<file path="src/gsc_regs.vh">
`ifndef GSC_REGS_VH
`define GSC_REGS_VH
// ****************************************************************
// register map (APB byte offsets)
// ****************************************************************
`define GSC_CTRL_OFS 12'h000
`define GSC_STAT_OFS 12'h004
`define GSC_ERR_OFS 12'h008
// ****************************************************************
// control fields
// ****************************************************************
`define GSC_CTRL_MODE_LSB 0
`define GSC_CTRL_MODE_MSB 2
`define GSC_CTRL_EXT_BIT 3
`define GSC_CTRL_RESET 32'h00000005
// ****************************************************************
// mode codes
// ****************************************************************
`define GSC_MODE_1 3'h1
`define GSC_MODE_5 3'h5
`define GSC_MODE_6 3'h6
// ****************************************************************
// error fields
// ****************************************************************
`define GSC_ERR_TIMEOUT_BIT 0
`define GSC_ERR_FAULTY_BIT 1
`define GSC_ERR_SYNC_BIT 2
// ****************************************************************
// clock in Hz, timing in ms
// ****************************************************************
`define GSC_CLK_HZ 125000000
`define GSC_END_MS 100
`define GSC_SYNC_MS 60000
`define GSC_TMO_MS 600000
`define GSC_TMO_EXT_MS 360000000
`define GSC_PAIR_MS 500
`define GSC_NOFIELD_MS 4000
`define GSC_PMODE_MS 3600000
`define GSC_PRESS_MIN_MS 150
`define GSC_PRESS_MAX_MS 4000
`define GSC_FILT_LONG_MS 2000
`define GSC_FILT_SHORT_MS 1000
`define GSC_BLINK_MS 500
`endif

</file>
<file path="src/gsc_sync.v">
`timescale 1ns/100ps
`default_nettype none
// ****************************************************************
// three-stage input synchroniser with agreement check
// ****************************************************************
module gsc_sync #(
    parameter W = 5
) (
    // clock and reset
    input wire clk,
    input wire rst_n,
    // data
    input wire [W-1:0] din,
    output reg [W-1:0] dout
);
    reg [W-1:0] s1_q;
    reg [W-1:0] s2_q;
    reg [W-1:0] s3_q;
    always @(posedge clk or negedge rst_n) begin
        if (!rst_n) begin
            s1_q <= {W{1'b0}};
            s2_q <= {W{1'b0}};
            s3_q <= {W{1'b0}};
            dout <= {W{1'b0}};
        end else begin
            s1_q <= din;
            s2_q <= s1_q;
            s3_q <= s2_q;
            // change counts once stages two and three agree
            if (s2_q == s3_q)
                dout <= s3_q;
        end
    end
endmodule // gsc_sync
`default_nettype wire

</file>
<file path="src/gsc_top.v">
`timescale 1ns/100ps
`default_nettype none
`include "gsc_regs.vh"
// How it works
// - gate switch removed ends gating within 100ms
// - bridging time limited, timeout error, outputs off
// - sync beams lost over 60s, outputs off
// - timeout 10 min, hold extends to 100h
// - hold rising again with ext on restarts the running sequence's timeout at 10 min
// - bad signal sequence gives interlock, faulty error
// - switch 4s without field, protective mode
// - reset button in protective mode restarts gating
// - no restart within one hour, interlock
// - field, one beam free, switch: restart needed
// - valid press 0.15-4s restarts, outputs on
// - valid gating after press continues sequence
// - signal output toggles until outputs on
// - field, both beams blocked, switch: override needed
// - start on antivalent change within 0.5s, switch alone when mode not 1/6 and ext off
// - field filter 2s modes 1/6, 1s mode 5 set in filt_lim, not used by the sequence
module gsc_top #(
    parameter CLK_HZ = `GSC_CLK_HZ,
    parameter TMO_MS = `GSC_TMO_MS,
    parameter TMO_EXT_MS = `GSC_TMO_EXT_MS,
    parameter SYNC_MS = `GSC_SYNC_MS,
    parameter PMODE_MS = `GSC_PMODE_MS,
    parameter NOFIELD_MS = `GSC_NOFIELD_MS
) (
    // clock and reset
    input wire CLK_SYS,
    input wire RST_N,
    // apb slave
    input wire PSEL,
    input wire PENABLE,
    input wire PWRITE,
    input wire [11:0] PADDR,
    input wire [31:0] PWDATA,
    output reg [31:0] PRDATA,
    output wire PREADY,
    output wire PSLVERR,
    // machine control and sensor inputs
    input wire GATE_SWITCH,
    input wire TIMER_HOLD,
    input wire FIELD_INTERRUPTED,
    input wire SYNC_BEAMS_FREE_N,
    input wire RESTART_BUTTON,
    // outputs
    output reg SAFETY_OUTPUTS,
    output reg GATING_ACTIVE,
    output reg GATING_SIGNAL_OUTPUT,
    output reg RESTART_NEEDED,
    output reg OVERRIDE_NEEDED
);
    // ****************************************************************
    // timing constants
    // ****************************************************************
    localparam [31:0] MS_CYC = CLK_HZ / 1000;
    localparam [31:0] END_MS = `GSC_END_MS;
    localparam [31:0] PAIR_MS = `GSC_PAIR_MS;
    localparam [31:0] PMIN_MS = `GSC_PRESS_MIN_MS;
    localparam [31:0] PMAX_MS = `GSC_PRESS_MAX_MS;
    localparam [31:0] FLONG_MS = `GSC_FILT_LONG_MS;
    localparam [31:0] FSHORT_MS = `GSC_FILT_SHORT_MS;
    localparam [31:0] BLINK_MS = `GSC_BLINK_MS;
    localparam [31:0] T_TMO = TMO_MS;
    localparam [31:0] T_EXT = TMO_EXT_MS;
    localparam [31:0] T_SYNC = SYNC_MS;
    localparam [31:0] T_PM = PMODE_MS;
    localparam [31:0] T_NOF = NOFIELD_MS;
    // ****************************************************************
    // states
    // ****************************************************************
    localparam [5:0] S_IDLE = 6'h01;
    localparam [5:0] S_ARM = 6'h02;
    localparam [5:0] S_GATE = 6'h04;
    localparam [5:0] S_PROT = 6'h08;
    localparam [5:0] S_LOCK = 6'h10;
    localparam [5:0] S_END = 6'h20;
    // ****************************************************************
    // input synchronisation
    // ****************************************************************
    wire [4:0] sync_w;
    gsc_sync #(.W(5)) u_sync (
        .clk(CLK_SYS),
        .rst_n(RST_N),
        .din({GATE_SWITCH, TIMER_HOLD, FIELD_INTERRUPTED,
              SYNC_BEAMS_FREE_N, RESTART_BUTTON}),
        .dout(sync_w)
    );
    wire gs = sync_w[4];
    wire th = sync_w[3];
    wire fi = sync_w[2];
    wire beams_blk = sync_w[1];
    wire btn = sync_w[0];
    // ****************************************************************
    // millisecond tick
    // ****************************************************************
    reg [31:0] pre_q;
    wire tick = (pre_q == MS_CYC - 32'h00000001);
    always @(posedge CLK_SYS or negedge RST_N) begin
        if (!RST_N)
            pre_q <= 32'h00000000;
        else if (tick)
            pre_q <= 32'h00000000;
        else
            pre_q <= pre_q + 32'h00000001;
    end
    // ****************************************************************
    // registers
    // ****************************************************************
    reg [31:0] ctrl_q;
    reg [2:0] err_q;
    reg [5:0] st_q;
    wire [2:0] mode = ctrl_q[`GSC_CTRL_MODE_MSB:`GSC_CTRL_MODE_LSB];
    wire ext_en = ctrl_q[`GSC_CTRL_EXT_BIT];
    wire m16 = (mode == `GSC_MODE_1) || (mode == `GSC_MODE_6);
    wire wr = PSEL && PENABLE && PWRITE;
    wire rd = PSEL && !PENABLE && !PWRITE;
    wire map_ok = (PADDR == `GSC_CTRL_OFS) || (PADDR == `GSC_STAT_OFS) ||
                  (PADDR == `GSC_ERR_OFS);
    assign PREADY = 1'b1;
    assign PSLVERR = PSEL && PENABLE && !map_ok;
    wire err_clr = wr && (PADDR == `GSC_ERR_OFS);
    always @(posedge CLK_SYS or negedge RST_N) begin
        if (!RST_N) begin
            ctrl_q <= `GSC_CTRL_RESET;
            PRDATA <= 32'h00000000;
        end else begin
            if (wr && PADDR == `GSC_CTRL_OFS)
                ctrl_q <= PWDATA & 32'h0000000F;
            if (rd) begin
                case (PADDR)
                `GSC_CTRL_OFS: PRDATA <= ctrl_q;
                `GSC_STAT_OFS: PRDATA <= {21'h000000, OVERRIDE_NEEDED,
                    RESTART_NEEDED, GATING_SIGNAL_OUTPUT, GATING_ACTIVE,
                    SAFETY_OUTPUTS, st_q};
                `GSC_ERR_OFS: PRDATA <= {29'h00000000, err_q};
                default: PRDATA <= 32'h00000000;
                endcase
            end
        end
    end
    // ****************************************************************
    // input edges and pairing
    // ****************************************************************
    reg gs_q, th_q, btn_q;
    wire gs_rise = gs && !gs_q;
    wire gs_fall = !gs && gs_q;
    wire th_fall = !th && th_q;
    wire th_rise = th && !th_q;
    reg [31:0] pair_q;
    reg pgs_q, pth_q;
    reg [31:0] t_q;
    reg [31:0] lim_q;
    reg [31:0] filt_q;
    reg [31:0] sync_q;
    reg [31:0] press_q;
    reg [31:0] blink_q;
    reg btn_ok_q;
    reg blink_on_q;
    wire [31:0] filt_lim = m16 ? FLONG_MS : FSHORT_MS;
    wire release_btn = !btn && btn_q;
    wire press_valid = release_btn && (press_q >= PMIN_MS) &&
                       (press_q <= PMAX_MS);
    // ****************************************************************
    // sequence control
    // ****************************************************************
    always @(posedge CLK_SYS or negedge RST_N) begin
        if (!RST_N) begin
            st_q <= S_IDLE;
            gs_q <= 1'b0;
            th_q <= 1'b0;
            btn_q <= 1'b0;
            pair_q <= 32'h00000000;
            pgs_q <= 1'b0;
            pth_q <= 1'b0;
            t_q <= 32'h00000000;
            lim_q <= 32'h00000000;
            filt_q <= 32'h00000000;
            sync_q <= 32'h00000000;
            press_q <= 32'h00000000;
            blink_q <= 32'h00000000;
            blink_on_q <= 1'b0;
            btn_ok_q <= 1'b0;
            err_q <= 3'h0;
            SAFETY_OUTPUTS <= 1'b0;
            GATING_ACTIVE <= 1'b0;
            GATING_SIGNAL_OUTPUT <= 1'b0;
            RESTART_NEEDED <= 1'b0;
            OVERRIDE_NEEDED <= 1'b0;
        end else begin
            gs_q <= gs;
            th_q <= th;
            btn_q <= btn;
            btn_ok_q <= press_valid;
            if (err_clr)
                err_q <= err_q & ~PWDATA[2:0];
            // button hold time in ms
            if (!btn)
                press_q <= 32'h00000000;
            else if (tick && press_q != 32'hFFFFFFFF)
                press_q <= press_q + 32'h00000001;
            // sync beam loss watch
            if (!beams_blk)
                sync_q <= 32'h00000000;
            else if (tick && sync_q <= T_SYNC)
                sync_q <= sync_q + 32'h00000001;
            // restart or override needed while gating signals present
            RESTART_NEEDED <= fi && !beams_blk && gs && (!m16 || th)
                && !GATING_ACTIVE;
            OVERRIDE_NEEDED <= fi && beams_blk && gs && (!m16 || th)
                && !GATING_ACTIVE;
            // signal output blinks while outputs stay off after fault
            if (tick) begin
                if (blink_q >= BLINK_MS - 32'h00000001) begin
                    blink_q <= 32'h00000000;
                    blink_on_q <= !blink_on_q;
                end else
                    blink_q <= blink_q + 32'h00000001;
            end
            if (tick)
                t_q <= t_q + 32'h00000001;
            case (st_q)
            S_IDLE: begin
                GATING_ACTIVE <= 1'b0;
                GATING_SIGNAL_OUTPUT <= 1'b1;
                SAFETY_OUTPUTS <= !fi && sync_q <= T_SYNC;
                if (gs_rise || th_fall) begin
                    pgs_q <= gs_rise;
                    pth_q <= th_fall;
                    pair_q <= 32'h00000000;
                    st_q <= S_ARM;
                end
            end
            S_ARM: begin
                // second edge must follow within the pairing window
                if (gs_rise)
                    pgs_q <= 1'b1;
                if (th_fall)
                    pth_q <= 1'b1;
                if (tick)
                    pair_q <= pair_q + 32'h00000001;
                if ((pgs_q || gs_rise) && (pth_q || th_fall || !ext_en &&
                    !m16)) begin
                    st_q <= S_GATE;
                    GATING_ACTIVE <= 1'b1;
                    t_q <= 32'h00000000;
                    filt_q <= 32'h00000000;
                    lim_q <= (ext_en && !th) ? T_EXT : T_TMO;
                end else if (pair_q >= PAIR_MS) begin
                    st_q <= S_LOCK;
                    err_q[`GSC_ERR_FAULTY_BIT] <= 1'b1;
                end
            end
            S_GATE: begin
                SAFETY_OUTPUTS <= 1'b1;
                GATING_SIGNAL_OUTPUT <= 1'b1;
                if (fi)
                    filt_q <= 32'h00000000;
                else if (tick)
                    filt_q <= filt_q + 32'h00000001;
                if (ext_en && th_rise) begin
                    t_q <= 32'h00000000;
                    lim_q <= T_TMO;
                end
                if (gs_fall) begin
                    st_q <= S_END;
                    t_q <= 32'h00000000;
                end else if (sync_q > T_SYNC) begin
                    st_q <= S_LOCK;
                    SAFETY_OUTPUTS <= 1'b0;
                    err_q[`GSC_ERR_SYNC_BIT] <= 1'b1;
                end else if (t_q >= lim_q) begin
                    st_q <= S_LOCK;
                    SAFETY_OUTPUTS <= 1'b0;
                    GATING_ACTIVE <= 1'b0;
                    err_q[`GSC_ERR_TIMEOUT_BIT] <= 1'b1;
                end else if (!fi && filt_q >= T_NOF && gs) begin
                    st_q <= S_PROT;
                    SAFETY_OUTPUTS <= 1'b0;
                    GATING_ACTIVE <= 1'b0;
                    t_q <= 32'h00000000;
                end else if (m16 && gs && th && th_q == th && !ext_en &&
                             !th_rise && t_q > PAIR_MS) begin
                    st_q <= S_LOCK;
                    err_q[`GSC_ERR_FAULTY_BIT] <= 1'b1;
                end
            end
            S_END: begin
                // end of gating well inside the 100 ms bound
                GATING_ACTIVE <= 1'b0;
                if (t_q >= END_MS - 32'h00000001 || !fi) begin
                    st_q <= S_IDLE;
                    SAFETY_OUTPUTS <= !fi && sync_q <= T_SYNC;
                end
            end
            S_PROT: begin
                SAFETY_OUTPUTS <= 1'b0;
                GATING_SIGNAL_OUTPUT <= blink_on_q;
                if (btn_ok_q && !fi) begin
                    st_q <= S_GATE;
                    GATING_ACTIVE <= 1'b1;
                    t_q <= 32'h00000000;
                    filt_q <= 32'h00000000;
                    lim_q <= T_TMO;
                end else if (t_q >= T_PM) begin
                    st_q <= S_LOCK;
                end
            end
            S_LOCK: begin
                SAFETY_OUTPUTS <= 1'b0;
                GATING_ACTIVE <= 1'b0;
                GATING_SIGNAL_OUTPUT <= blink_on_q;
                if (btn_ok_q && err_q == 3'h0) begin
                    if (gs && fi && (!m16 || th)) begin
                        st_q <= S_GATE;
                        GATING_ACTIVE <= 1'b1;
                        t_q <= 32'h00000000;
                        filt_q <= 32'h00000000;
                        lim_q <= T_TMO;
                    end else
                        st_q <= S_IDLE;
                    SAFETY_OUTPUTS <= 1'b1;
                end
            end
            default: st_q <= S_IDLE;
            endcase
        end
    end
endmodule // gsc_top
`default_nettype wire

</file>
<file path="config.mk">
export PLATFORM = sky130hd
export DESIGN_NAME = gsc_top
export DESIGN_NICKNAME = d
export VERILOG_FILES = /design/src/gsc_sync.v /design/src/gsc_top.v
export VERILOG_INCLUDE_DIRS = /design/src /design/src/src
export SDC_FILE = /design/constraint.sdc
export NUM_CORES = 1
export LEC_CHECK = 0
export ABC_AREA = 1
export BUFFER_PORTS_ARGS = -buffer_cell sky130_fd_sc_hd__buf_2
export CAP_MARGIN = 20
export CELL_PAD_IN_SITES_DETAIL_PLACEMENT = 0
export CELL_PAD_IN_SITES_GLOBAL_PLACEMENT = 1
export CORE_ASPECT_RATIO = 1.2
export CORE_MARGIN = 2
export CORE_UTILIZATION = 41
export DETAILED_ROUTE_END_ITERATION = 16
export GPL_ROUTABILITY_DRIVEN = 0
export PLACE_DENSITY_LB_ADDON = 0.08
export SKIP_CTS_REPAIR_TIMING = 1
export SYNTH_ARGS = -nofsm -noshare
export SYNTH_HDL_FRONTEND = slang
export SYNTH_SLANG_ARGS = --single-unit
</file>
<file path="constraint.sdc">
create_clock -name CLK_SYS -period 1.7 [get_ports CLK_SYS]
set_input_delay 0.085 -clock CLK_SYS [delete_from_list [all_inputs] [get_ports CLK_SYS]]
set_output_delay 0.085 -clock CLK_SYS [all_outputs]
set_load 0.01 [all_outputs]
</file>
==> results of run 1 <==
[area by class of cell]
cell class / instances / area, µm² / share of cell area [%]
multi-input combinational: 1755 / 9430 / 38.8
sequential: 283 / 7090 / 29.1
timing repair buffer: 567 / 4750 / 19.5
inverter: 287 / 1110 / 4.55
clock buffer: 45 / 1020 / 4.18
tap: 546 / 683 / 2.81
clock inverter: 18 / 262 / 1.07
[routing by layer]
layer  share of wire, %  vias up  global-route usage [%]  wire length [µm]
met5                  0        -                       0                 0
met4                3.3        0                    9.95              1850
met3                3.1      100                    2.87              1700
met2                 51      279                    43.9             28100
met1                 43     8323                    30.4             23900
li1                   -     8740                       -                 -
[through the flow]
stage	hold WS (ns)	setup TNS (ns)	std cells
4_1_cts	-0.584	-57.02	3456
5_1_grt	0.00235	-72.79	3501
6_report	-0.0191	-45.38	3501
3_3_place_gp	0.00884	-44.08	3393
2_1_floorplan	-0.211	-2.92	2411
3_5_place_dp	0.00263	-49.42	3393
[logic make-up after synthesis]
group / Yosys count / synth area share (%)
buffers and inverters: 374 / 9.25
xor gates and xnor gates: 135 / 6.84
AOI/OAI and AO/OA: 222 / 6.74
DFF: 283 / 41.0
and+or+nand+nor: 1345 / 34.0
other: 2 / 0.0434
adders and majority gates: 30 / 2.17
[flip-flops by register name, indices dropped and copies added (netlist names), 6 cells and up]
name     cells
filt_q      32
blink_q     32
pair_q      32
sync_q      32
pre_q       32
st_q         6
PRDATA      11
t_q         32
press_q     32
[worst max-delay path by stage]
stage                     startpoint  endpoint  slack, ns  cells past startpoint
after floorplan              t_q[22]   t_q[27]      -0.07                     10
after global placement     lim_q[26]   st_q[2]      -0.31                     12
after detailed placement   lim_q[26]   t_q[17]      -0.36                     11
after CTS                  lim_q[26]   t_q[23]      -0.41                     11
after global routing       lim_q[26]   t_q[30]      -0.50                     13
final                      lim_q[26]   t_q[23]      -0.38                     11
[Yosys cell counts (all sizes together) (2+ instances only)]
master  number  area share [%]
nand2      595              13
xnor2       29             1.5
nand4       89             3.4
ha          30             2.2
nor3       122             3.6
inv        283             6.1
o21ai      148             4.3
dfrtp      280              41
clkinv       4           0.094
a22o         2            0.10
o21bai       3            0.13
and3         3            0.11
buf         60             2.4
conb         2           0.043
o211ai       3            0.13
nor3b        7            0.30
o31ai        3            0.13
nand3b       4            0.17
xor2       106             5.4
nor2       356             8.0
a21oi       54             1.6
nand3      134             3.9
o22ai        2           0.072
or2          4            0.14
nor4        29             1.1
clkbuf      27            0.59
dfstp        3            0.46
[tightest hold or removal path, cell delays in order]
cell and delay [ns]:
sky130_fd_sc_hd__buf_2 0.09, sky130_fd_sc_hd__nor3_1 0.05, sky130_fd_sc_hd__buf_4 0.15, sky130_fd_sc_hd__nand2_1 0.05, sky130_fd_sc_hd__o21ai_0 0.07
[power breakdown]
group,internal [µW],switching [µW]
sequential,7030,276
combinational,2540,3570
clock,5150,3170
[layout by cell type (no fill, tap or decap), drive strengths merged, types with 30 or more instances in the layout]
cell	n
xor2	106
inv	284
nand2	596
dfrtp	280
a21oi	54
nand3	134
nor2	356
ha	30
nor3	122
clkbuf	59
buf	543
o21ai	148
nand4	89
==> results.md, run 1 <==
- The category of the worst setup path capture point is a flop.
- The maximum single-stage delay on the critical path is 0.41 ns.
- In this run, CTS created clock tree buffers numbering 35.
- The worst min-delay path startpoint is PWRITE.
- In this run the tightest slew margin relative to its limit is 64.6%.
- The pin slew with the least headroom to its limit is 0.532 ns.
- The overall die area is 43800 µm².
- The H-tree depth is 2.
- The worst hold slack after final layout is -0.0191 ns.
- The final route contains 17.4k vias.
- After layout, the worst setup slack is -0.384 ns.
- The number of cells traversed by the worst hold path is 5.
- The initial core utilization is 41.5%.
- The highest-delay cell along the critical path is sky130_fd_sc_hd__dfrtp_1.
- The ratio of final minimum period to clock period is 123%.
- The final-report max-slew violation count came to 0.
- The antenna diode instance count is 0.
- After global routing the overflow that remains totals 0.
- The estimated wirelength of the detail-placed design is 40.7 mm.
- The core region is 41700 µm².
- Setup repair after global routing could not meet its margin everywhere.
- Power spread over the standard cell area amounts to 893 nW/µm².
- For the worst setup path, the data arrival time is 2.50 ns.
- The clock sink total is 283.
- In the final routed layout, each cell accounts on average for 15.9 µm.
- Clock tree synthesis selected as its root buffer the cell sky130_fd_sc_hd__clkbuf_16.
- In this design, the critical path's most frequently occurring cell is sky130_fd_sc_hd__a21oi_1.
- Counting along the longest clock path gives a buffer depth of 3.
- The required time of the critical path is 2.12 ns.
- The total placed instance area is 21600 µm².
- The combined global-route utilization of all metal layers is 24.8%.
- The TritonCTS clock tree is yes.
- Counting flops with an async set or reset pin after synthesis yields a share of 100%.
- The share of the core filled with cells is 58.4%.
- The worst register-to-register path ends at t_q[23].
- After technology mapping, the gate count stands at 2391.
- The final hold violation count was 3.
- Summing every instance area after synthesis gives 17300 µm².
- The number of global-route vias before repair came to 17.4k.
- The clock skew after layout is 0.0252 ns.
- Timing would allow up to 480 MHz.
- The total wirelength of the detailed-routed design is 55.5 mm.
- For this run, the detailed router's first-pass iteration total came to 8.
- Entering global routing, the biggest net connects 55 pins.
- The hold-critical path endpoint is PRDATA[10].
- The most used flip-flop cell after synthesis is sky130_fd_sc_hd__dfrtp_1.
- The number of antenna violations at the first check in global routing is 0.
- The die is 191 µm wide.
- In this run the tool buffered the top-level ports with 42 buffer cells.
- The critical path class is flop to flop.
- The number of cell instances on the worst register-to-register path is 11.
- The count of flip-flops with a built-in enable after synthesis is 0.
- The clock-pin slew reported for the worst setup and hold paths after clock tree synthesis is 0.06 ns.
- The synthesized netlist contains 52 unique library cells.
- Before CTS, the worst setup slack after placement is -0.364 ns.
- The number of synthesized register bits is 283.
- Averaged over all synthesized cells, the footprint is 7.23 µm².
- Max-cap violations in this run came to 0.
- The number of buffers and inverters on the critical path is 3.
- The finished cells cover 24300 µm².
- The die outline height is 229 µm.
- Grouping stages by cell kind, the critical path spends the most delay in simple AND/OR/NAND/NOR gates.
- The worst-path maximum fanout is 32.
- The total power is 21700 µW.
- The growth of design area from synthesis to finish is 40.7%.
- In this run the static leakage power is 0.0113 µW.
- Across all register-to-register paths, the minimum setup slack is -0.38 ns.
- The worst setup path is launched from a flop.
- The DRC violation total after the first TritonRoute iteration is 856.
- The flow ran to the end, but the final reports show violations.
- The total number of nets in the final design is 3013.
- The checks that failed: negative hold slack, negative setup slack.
- The via density per instance is 4.98.
- The critical path goes through inv_4 -> ha_4 -> nand2_2 -> inv_1 -> a21oi_1 -> nand2_1 -> a21oi_4 -> nand4_1 -> nand3_2 -> buf_12 -> a21oi_1.
- Setup violations remaining at the end of the flow were counted as 218.
- The initialized floorplan defines 82 standard-cell rows.
- The number of ports placed on the die boundary is 93.
- The min-delay analysis places its worst path in the category primary input to flop.
- The count of unresolved DRC violations after routing is 0.
- The layout has 3924 filler cells.
- The number of warnings printed during yosys synthesis is 0.
- The portion of the post-synthesis area used by sequential elements is 41.0%.
- Across the VDD grid, the largest voltage drop is 0.730 mV.
- Subtracting the final worst setup slack from the clock period gives 2.08 ns.
- The global-route wire length before repair is 86.9 mm.
- The insertion delay of the later-clocked pin in the worst-skew pair is 0.55 ns.
- The reg-to-reg startpoint is lim_q[26].
- The share of final-layout standard cells stronger than drive strength 1 is 27.9%.
- The residual antenna-violating net count after detailed routing is 0.
No activity file was read; power rests on OpenSTA's default activity.
==> run 2: changes to the inputs <==
--- a/config.mk
+++ b/config.mk
@@ -13,11 +13,14 @@
 export CELL_PAD_IN_SITES_GLOBAL_PLACEMENT = 1
 export CORE_ASPECT_RATIO = 1.2
 export CORE_MARGIN = 2
-export CORE_UTILIZATION = 41
+export CORE_UTILIZATION = 42
+export CTS_BUF_LIST = sky130_fd_sc_hd__clkbuf_4
 export DETAILED_ROUTE_END_ITERATION = 16
 export GPL_ROUTABILITY_DRIVEN = 0
 export PLACE_DENSITY_LB_ADDON = 0.08
+export RECOVER_POWER = 100
 export SKIP_CTS_REPAIR_TIMING = 1
 export SYNTH_ARGS = -nofsm -noshare
 export SYNTH_HDL_FRONTEND = slang
 export SYNTH_SLANG_ARGS = --single-unit
+export TNS_END_PERCENT = 20
==> run 2 against run 1 <==
Net effect:
- the run still ends with negative hold slack, negative setup slack left
- first-iteration DRC count grew 8.4%
- sequential share of layout area grew 1.0 points
- die area shrank 2.3%
- fmax grew 3.3%
- combinational power shrank 12%
- clock skew grew 0.019 ns
- critical path type unchanged
- largest cell class unchanged
- largest power group is now registers
==> results.md, run 2 (synthesis results as in run 1) <==
- The share of the core filled with cells was 57.7% (-0.76 points).
- The static leakage was 0.0109 µW (-3.4%).
- The setup TNS is -37.79 ns (+7.59 ns).
- The checks that failed: negative hold slack, negative setup slack.
- The relative slew slack is 34.2% (-30 points).
- The count of final setup violators is 220 (+0.92%).
- The maximum single-stage delay on the critical path is 0.41 ns (about the same).
- The via density per instance is 4.96 (-0.39%).
- STA classifies the critical path startpoint as a flop.
- The required time of the critical path is 2.41 ns (+0.29 ns).
- The ratio of final minimum period to clock period is 119% (-3.9 points).
- The clock root buffer master is sky130_fd_sc_hd__clkbuf_4.
- The number of global-route vias before repair is 17.4k (+0.49%).
- The internal power of the cells is 12300 µW (-17%).
- Setup repair after global routing could not meet its margin everywhere.
- The number of input and output port buffers inserted is 42 (unchanged).
- The total placed instance area is 21500 µm² (-0.58%).
- The top cell types in the final layout, fill and taps aside, are sky130_fd_sc_hd__nand2_1, sky130_fd_sc_hd__buf_4, sky130_fd_sc_hd__nor2_1.
- Leaving out fill and tap cells, the most frequent cell in the layout is sky130_fd_sc_hd__nand2_1.
- The maximum clock frequency is 496 MHz (+3.3%).
- The growth of design area from synthesis to finish is 35.8%.
- The pin slew with the least headroom to its limit is 0.986 ns (+0.455 ns).
- The total power density per cell area is 805 nW/µm² (-9.9%).
- The site row count is 81 (-1.2%).
- TritonCTS built the clock tree.
- The critical path class is flop to flop.
- The total number of nets in the final design came to 3047 (+1.1%).
- The worst-path maximum fanout is 8 (-75%).
- The number of buffers created by CTS came to 80 (+130%).
- The post-layout worst setup margin is -0.318 ns (+0.0660 ns).
- The final hold violation count is 7 (+4).
- The floorplan core area is 40700 µm² (-2.2%).
- The sequential share of power is 38.6% (+5.0 points).
- The highest-delay cell along the critical path is sky130_fd_sc_hd__dfrtp_1.
- The final-report max-slew violation count is 0 (unchanged).
- The estimated wirelength of the detail-placed design is 39.5 mm (-3.0%).
- The combinational cell fraction of total power is 28.5% (+0.4 points).
- The overall die area was 42800 µm² (-2.3%).
- The vias after detailed routing is 17.6k (+1.2%).
- The x dimension of the die is 189 µm (-1.2%).
- The clock period minus worst slack is 2.02 ns (-0.0660 ns).
- The combined global-route utilization of all metal layers is 24.8% (about the same).
- The peak supply drop came to 0.575 mV (-21%).
- The residual antenna-violating net count after detailed routing came to 0 (unchanged).
- The average routed wire per standard cell came to 15.2 µm (-4.4%).
- The number of antenna violations at the first check in global routing is 2 (+2).
- The total wirelength of the detailed-routed design is 53.9 mm (-2.9%).
- The switching fraction of total power is 35.2% (+2.9 points).
- The pin count of the biggest net entering global routing is 60 (+9.1%).
- The global-route wire length before repair was 85.5 mm (-1.7%).
- The initial core utilization is 42.4% (+0.93 points).
- The clock skew after layout is 0.0440 ns (+0.0188 ns).
- The number of ports placed on the die boundary is 93 (unchanged).
- The H-tree depth is 3 (+1).
- The critical path's top delay family is buffers and inverters.
- The final global-route overflow total is 0 (unchanged).
- The share of total power in the clock network is 32.9% (-5.4 points).
- The count of unresolved DRC violations after routing is 0 (unchanged).
- The flow ran to the end, but the final reports show violations.
- The DRC violation total after the first TritonRoute iteration came to 928 (+8.4%).
- The total power is 18900 µW (-13%).
- The clock sink total is 283 (unchanged).
- The worst endpoint data arrival time is 2.73 ns (+0.23 ns).
- The signal on the critical path passes through inv_4 -> ha_1 -> nand2_1 -> inv_1 -> buf_4 -> nand4_1 -> nor2_2 -> buf_4 -> nand2_1 -> nand3_2 -> buf_4 -> nor3_1 -> o21bai_1.
- The maximum clock path buffer count came to 3 (unchanged).
- The number of iterations in the first detailed-routing pass was 7 (-1).
- The most used cell along the critical path is sky130_fd_sc_hd__buf_4.
- The worst hold slack after final layout came to -0.0173 ns (+0.00175 ns).
- The design area is 23500 µm² (-3.5%).
- The post-placement worst setup slack is -0.368 ns (-0.00450 ns).
- The tightest min-delay check is of the primary input to flop type.
- The share of final-layout standard cells stronger than drive strength 1 is 25.9% (-2.0 points).
- The category of the worst setup path capture point is a flop.
- The insertion delay of the later-clocked pin in the worst-skew pair is 0.81 ns (+0.26 ns).
- The clock-pin slew reported for the worst setup and hold paths after clock tree synthesis is 0.06 ns (about the same).
- The count of buffer and inverter cells on the critical path is 5 (+2).
- The net switching power came to 6650 µW (-5.2%).
- The die outline height is 226 µm (-1.2%).
- The max capacitance violation total was 0 (unchanged).
[run 2: cell types whose count changed in the layout (fill, tap and decap cells not counted), moves of 13 or more]
cell	change
sky130_fd_sc_hd__o21ai_0	-23
sky130_fd_sc_hd__o21ai_1	+24
sky130_fd_sc_hd__buf_4	-27
sky130_fd_sc_hd__clkbuf_1	+21
sky130_fd_sc_hd__clkbuf_16	-43
sky130_fd_sc_hd__nor2_1	+21
sky130_fd_sc_hd__nand2_1	+24
sky130_fd_sc_hd__clkinv_1	+20
sky130_fd_sc_hd__dlygate4sd3_1	+14
sky130_fd_sc_hd__buf_2	-16
sky130_fd_sc_hd__clkbuf_4	+114
sky130_fd_sc_hd__nor2_2	-22
sky130_fd_sc_hd__nand2_2	-13
[run 2: final timing paths]
| path | start | end | slack [ns] | cells past startpoint |
|---|---|---|---|---|
| min in group asynchronous | RST_N | sync_q[16] | 0.67 | 4 |
| worst min register to register | u_sync.s1_q[3] | u_sync.s2_q[3] | 0.35 | 0 |
| max in group asynchronous | RST_N | pair_q[18] | 0.25 | 4 |
| worst min-delay path | PADDR[8] | err_q[0] | -0.02 | 8 |
| worst max-delay path | lim_q[26] | st_q[3] | -0.32 | 13 |
| worst max register to register | lim_q[26] | st_q[3] | -0.32 | 13 |
[run 2: final cells by class]
cell class / count / area, µm²
antenna: 1 / 2.50
clock buffer: 105 / 788
clock inverter: 30 / 171
fill: 4024 / 17300
inverter: 287 / 1100
multi-input combinational: 1754 / 9240
sequential: 283 / 7090
tap: 539 / 674
timing repair buffer: 557 / 4430
[run 2: tightest hold or removal path, stage by stage]
cell                      delay [ns]
sky130_fd_sc_hd__buf_2          0.07
sky130_fd_sc_hd__nor2_1         0.03
sky130_fd_sc_hd__nand2_1        0.09
sky130_fd_sc_hd__nor3_1         0.07
sky130_fd_sc_hd__buf_4          0.14
sky130_fd_sc_hd__nand2_1        0.10
sky130_fd_sc_hd__o21ai_0        0.08
sky130_fd_sc_hd__nand2_1        0.07
[run 2: layer usage]
| metal | up-vias | track usage (%) | part of all wire, % |
|---|---|---|---|
| met4 | 0 | 10.0 | 3.0 |
| met5 | - | 0 | 0 |
| met1 | 8306 | 29.7 | 42 |
| met3 | 118 | 3.68 | 3.8 |
| li1 | 8865 | - | - |
| met2 | 358 | 44.5 | 51 |
[run 2: per-stage QoR]
step | instances | hold WS (ns)
after floorplan | 2411 | -0.211
after global placement | 3374 | 0.0108
after detailed placement | 3374 | 0.00901
after CTS | 3509 | -0.877
after global routing | 3556 | 0.00530
final | 3556 | -0.0173
[run 2: power groups by stage]
stage               clock network [µW]  logic [µW]  registers (µW)
finish                            6220        5400            7300
CTS                               6480        4960            7280
detailed placement                   0        4950            7400
floorplan                            0        2720            7380
global route                      6830        5920            7310
global placement                     0        4890            7380
==> run 3: changes to the inputs <==
--- a/config.mk
+++ b/config.mk
@@ -11,7 +11,7 @@
 export CAP_MARGIN = 20
 export CELL_PAD_IN_SITES_DETAIL_PLACEMENT = 0
 export CELL_PAD_IN_SITES_GLOBAL_PLACEMENT = 1
-export CORE_ASPECT_RATIO = 1.2
+export CORE_ASPECT_RATIO = 0.8
 export CORE_MARGIN = 2
 export CORE_UTILIZATION = 42
 export CTS_BUF_LIST = sky130_fd_sc_hd__clkbuf_4
==> run 3 against run 2 <==
Net effect:
- the flow still finishes with violations (negative hold slack, negative setup slack)
- register-to-register slack worse by 0.06 ns
- clock skew is 0.016 ns higher
- final area is 0.55% higher
- combinational power is 5.4% higher
- clock power is 5.6% higher
- critical path type is now primary input to flop
- largest power group unchanged
- highest routed layer unchanged
==> results.md, run 3 (synthesis results as in run 1) <==
- The share of total power in the clock network is 33.7% (+0.8 points).
- The worst setup path is captured at a flop.
- The insertion delay of the later-clocked pin in the worst-skew pair was 0.83 ns (+0.02 ns).
- The initial core utilization came to 42.6% (+0.12 points).
- The peak supply drop is 0.486 mV (-15%).
- In the layout the commonest cells are sky130_fd_sc_hd__nand2_1, sky130_fd_sc_hd__buf_4, sky130_fd_sc_hd__nor2_1.
- Setup repair after global routing could not meet its margin everywhere.
- The DRC violation total after the first TritonRoute iteration was 1225 (+32%).
- The overall die area is 42800 µm² (about the same).
- The largest individual stage delay along the critical path comes from the cell sky130_fd_sc_hd__dlygate4sd3_1.
- The worst hold slack after final layout is -0.166 ns (-0.149 ns).
- The number of ports placed on the die boundary was 93 (unchanged).
- The average routed wire per standard cell is 14.7 µm (-2.8%).
- Traced cell by cell, the critical path runs through buf_2 -> nor2_1 -> nand2_1 -> dlygate4sd3_1 -> nor2_1 -> nand2_1 -> inv_1 -> dlygate4sd3_1 -> nand2_1 -> nor2_1 -> dlygate4sd3_1 -> a21oi_1.
- The total number of nets in the final design is 3065 (+0.59%).
- The number of buffers created by CTS came to 82 (+2.5%).
- The clock-pin slew reported for the worst setup and hold paths after clock tree synthesis is 0.07 ns (about the same).
- The H-tree depth was 3 (unchanged).
- The setup TNS is -47.73 ns (-9.93 ns).
- The internal power of the cells is 12700 µW (+3.2%).
- The maximum single-stage delay on the critical path is 0.58 ns (+0.17 ns).
- The residual antenna-violating net count after detailed routing was 0 (unchanged).
- The reg-to-reg startpoint is lim_q[26].
- The run finished, with violations left.
- The number of antenna violations at the first check in global routing is 2 (unchanged).
- The number of input and output port buffers inserted is 42 (unchanged).
- The class of the most critical hold timing path is primary input to flop.
- The final global-route overflow total is 0 (unchanged).
- The total power density per cell area is 826 nW/µm² (+2.6%).
- The sequential share of power is 37.2% (-1.4 points).
- The required time of the critical path is 2.36 ns (-0.05 ns).
- The post-layout worst setup margin was -0.393 ns (-0.0749 ns).
- The pin count of the biggest net entering global routing is 65 (+8.3%).
- The die outline height is 185 µm (-18%).
- The share of the core filled with cells came to 58.1% (+0.48 points).
- The total wirelength of the detailed-routed design came to 52.9 mm (-1.9%).
- The floorplan core area is 40600 µm² (-0.28%).
- The share of final-layout standard cells stronger than drive strength 1 came to 25.3% (-0.52 points).
- The number of global-route vias before repair is 16.8k (-3.8%).
- The max capacitance violation total came to 0 (unchanged).
- The final-report max-slew violation count is 0 (unchanged).
- The estimated wirelength of the detail-placed design is 38.1 mm (-3.5%).
- The ratio of final minimum period to clock period is 123% (+4.4 points).
- The site row count is 66 (-19%).
- The x dimension of the die is 231 µm (+22%).
- The relative slew slack is 42.3% (+8.1 points).
- The worst setup path is launched from a primary input.
- The maximum clock frequency came to 478 MHz (-3.6%).
- The pin slew with the least headroom to its limit is 0.865 ns (-0.121 ns).
- The final reports fail on negative hold slack, negative setup slack.
- The maximum clock path buffer count is 3 (unchanged).
- The switching fraction of total power is 35.2% (about the same).
- The vias after detailed routing is 17.6k (-0.057%).
- TritonCTS built the clock tree.
- The count of unresolved DRC violations after routing came to 0 (unchanged).
- Clock tree synthesis selected as its root buffer the cell sky130_fd_sc_hd__clkbuf_4.
- The combinational cell fraction of total power is 29.1% (+0.6 points).
- The design area is 23600 µm² (+0.55%).
- From synthesis to final layout, the design area changed by 36.6%.
- The most common cell after layout, fill and taps aside is sky130_fd_sc_hd__nand2_1.
- The total placed instance area is 21600 µm² (+0.27%).
- In this run the worst setup path begins at PADDR[11].
- The combined global-route utilization of all metal layers is 24.2% (-0.56 points).
- The final instance count without filler cells is 3589 (+0.93%).
- The clock period minus worst slack is 2.09 ns (+0.0749 ns).
- The clock sink total is 283 (unchanged).
- The count of final setup violators came to 233 (+5.9%).
- The static leakage is 0.0111 µW (+1.6%).
- The worst min-delay path startpoint is PADDR[3].
- The final hold violation count is 4 (-3).
- The number of iterations in the first detailed-routing pass came to 5 (-2).
- The worst endpoint data arrival time came to 2.76 ns (+0.03 ns).
- The worst-path maximum fanout is 8 (unchanged).
- The worst setup path is of the primary input to flop kind.
- The net switching power is 6860 µW (+3.2%).
- The number of cells after detailed placement is 3386 (+0.36%).
- The via density per instance came to 4.91 (-0.98%).
- The clock skew after layout is 0.0597 ns (+0.0157 ns).
- The global-route wire length before repair was 84.1 mm (-1.6%).
## run 3: metrics by stage
stage / worst slack (ns) / total power [µW]
6_report: -0.393 / 19500
5_1_grt: -0.526 / 20600
4_1_cts: -0.385 / 18600
3_5_place_dp: -0.365 / 12000
3_3_place_gp: -0.378 / 11900
2_1_floorplan: -0.0680 / 10100
## run 3: critical path, delay by kind of cell
kind	cells	cell delay [ns]
buffers and inverters	5	1.90
AND/OR/NAND/NOR	6	0.73
AO/OA/AOI/OAI	1	0.05
## run 3: layout make-up
class / instances / area (µm²)
tap: 544 / 681
antenna: 3 / 7.51
clock buffer: 115 / 863
inverter: 287 / 1090
timing repair buffer: 573 / 4630
clock inverter: 30 / 168
sequential: 283 / 7090
fill: 3956 / 17000
multi-input combinational: 1754 / 9100
## run 3: layer usage
layer  vias to the layer above  global-route usage, %  wire length [µm]
li1                       8897                      -                 -
met5                         -                      0                 0
met3                        72                   4.92              2640
met4                         0                   6.30               847
met2                       382                   35.8             22500
met1                      8286                   35.9             26900
## run 3: final timing paths
path                                   to  slack, ns  cells past startpoint
max                             ctrl_q[3]      -0.39                     12
min                             PRDATA[2]      -0.17                      5
max reg2reg                       t_q[14]      -0.38                     11
min reg2reg                u_sync.s2_q[1]       0.35                      0
max in group asynchronous      pair_q[21]       0.12                      4
min in group asynchronous           btn_q       0.89                      4
## run 3: power by group through the flow
stage          clock [µW]  combinational (µW)  sequential (µW)
6_report             6570                5690             7260
3_3_place_gp            0                4550             7370
5_1_grt              7180                6170             7290
2_1_floorplan           0                2720             7380
4_1_cts              6780                4600             7260
3_5_place_dp            0                4580             7370
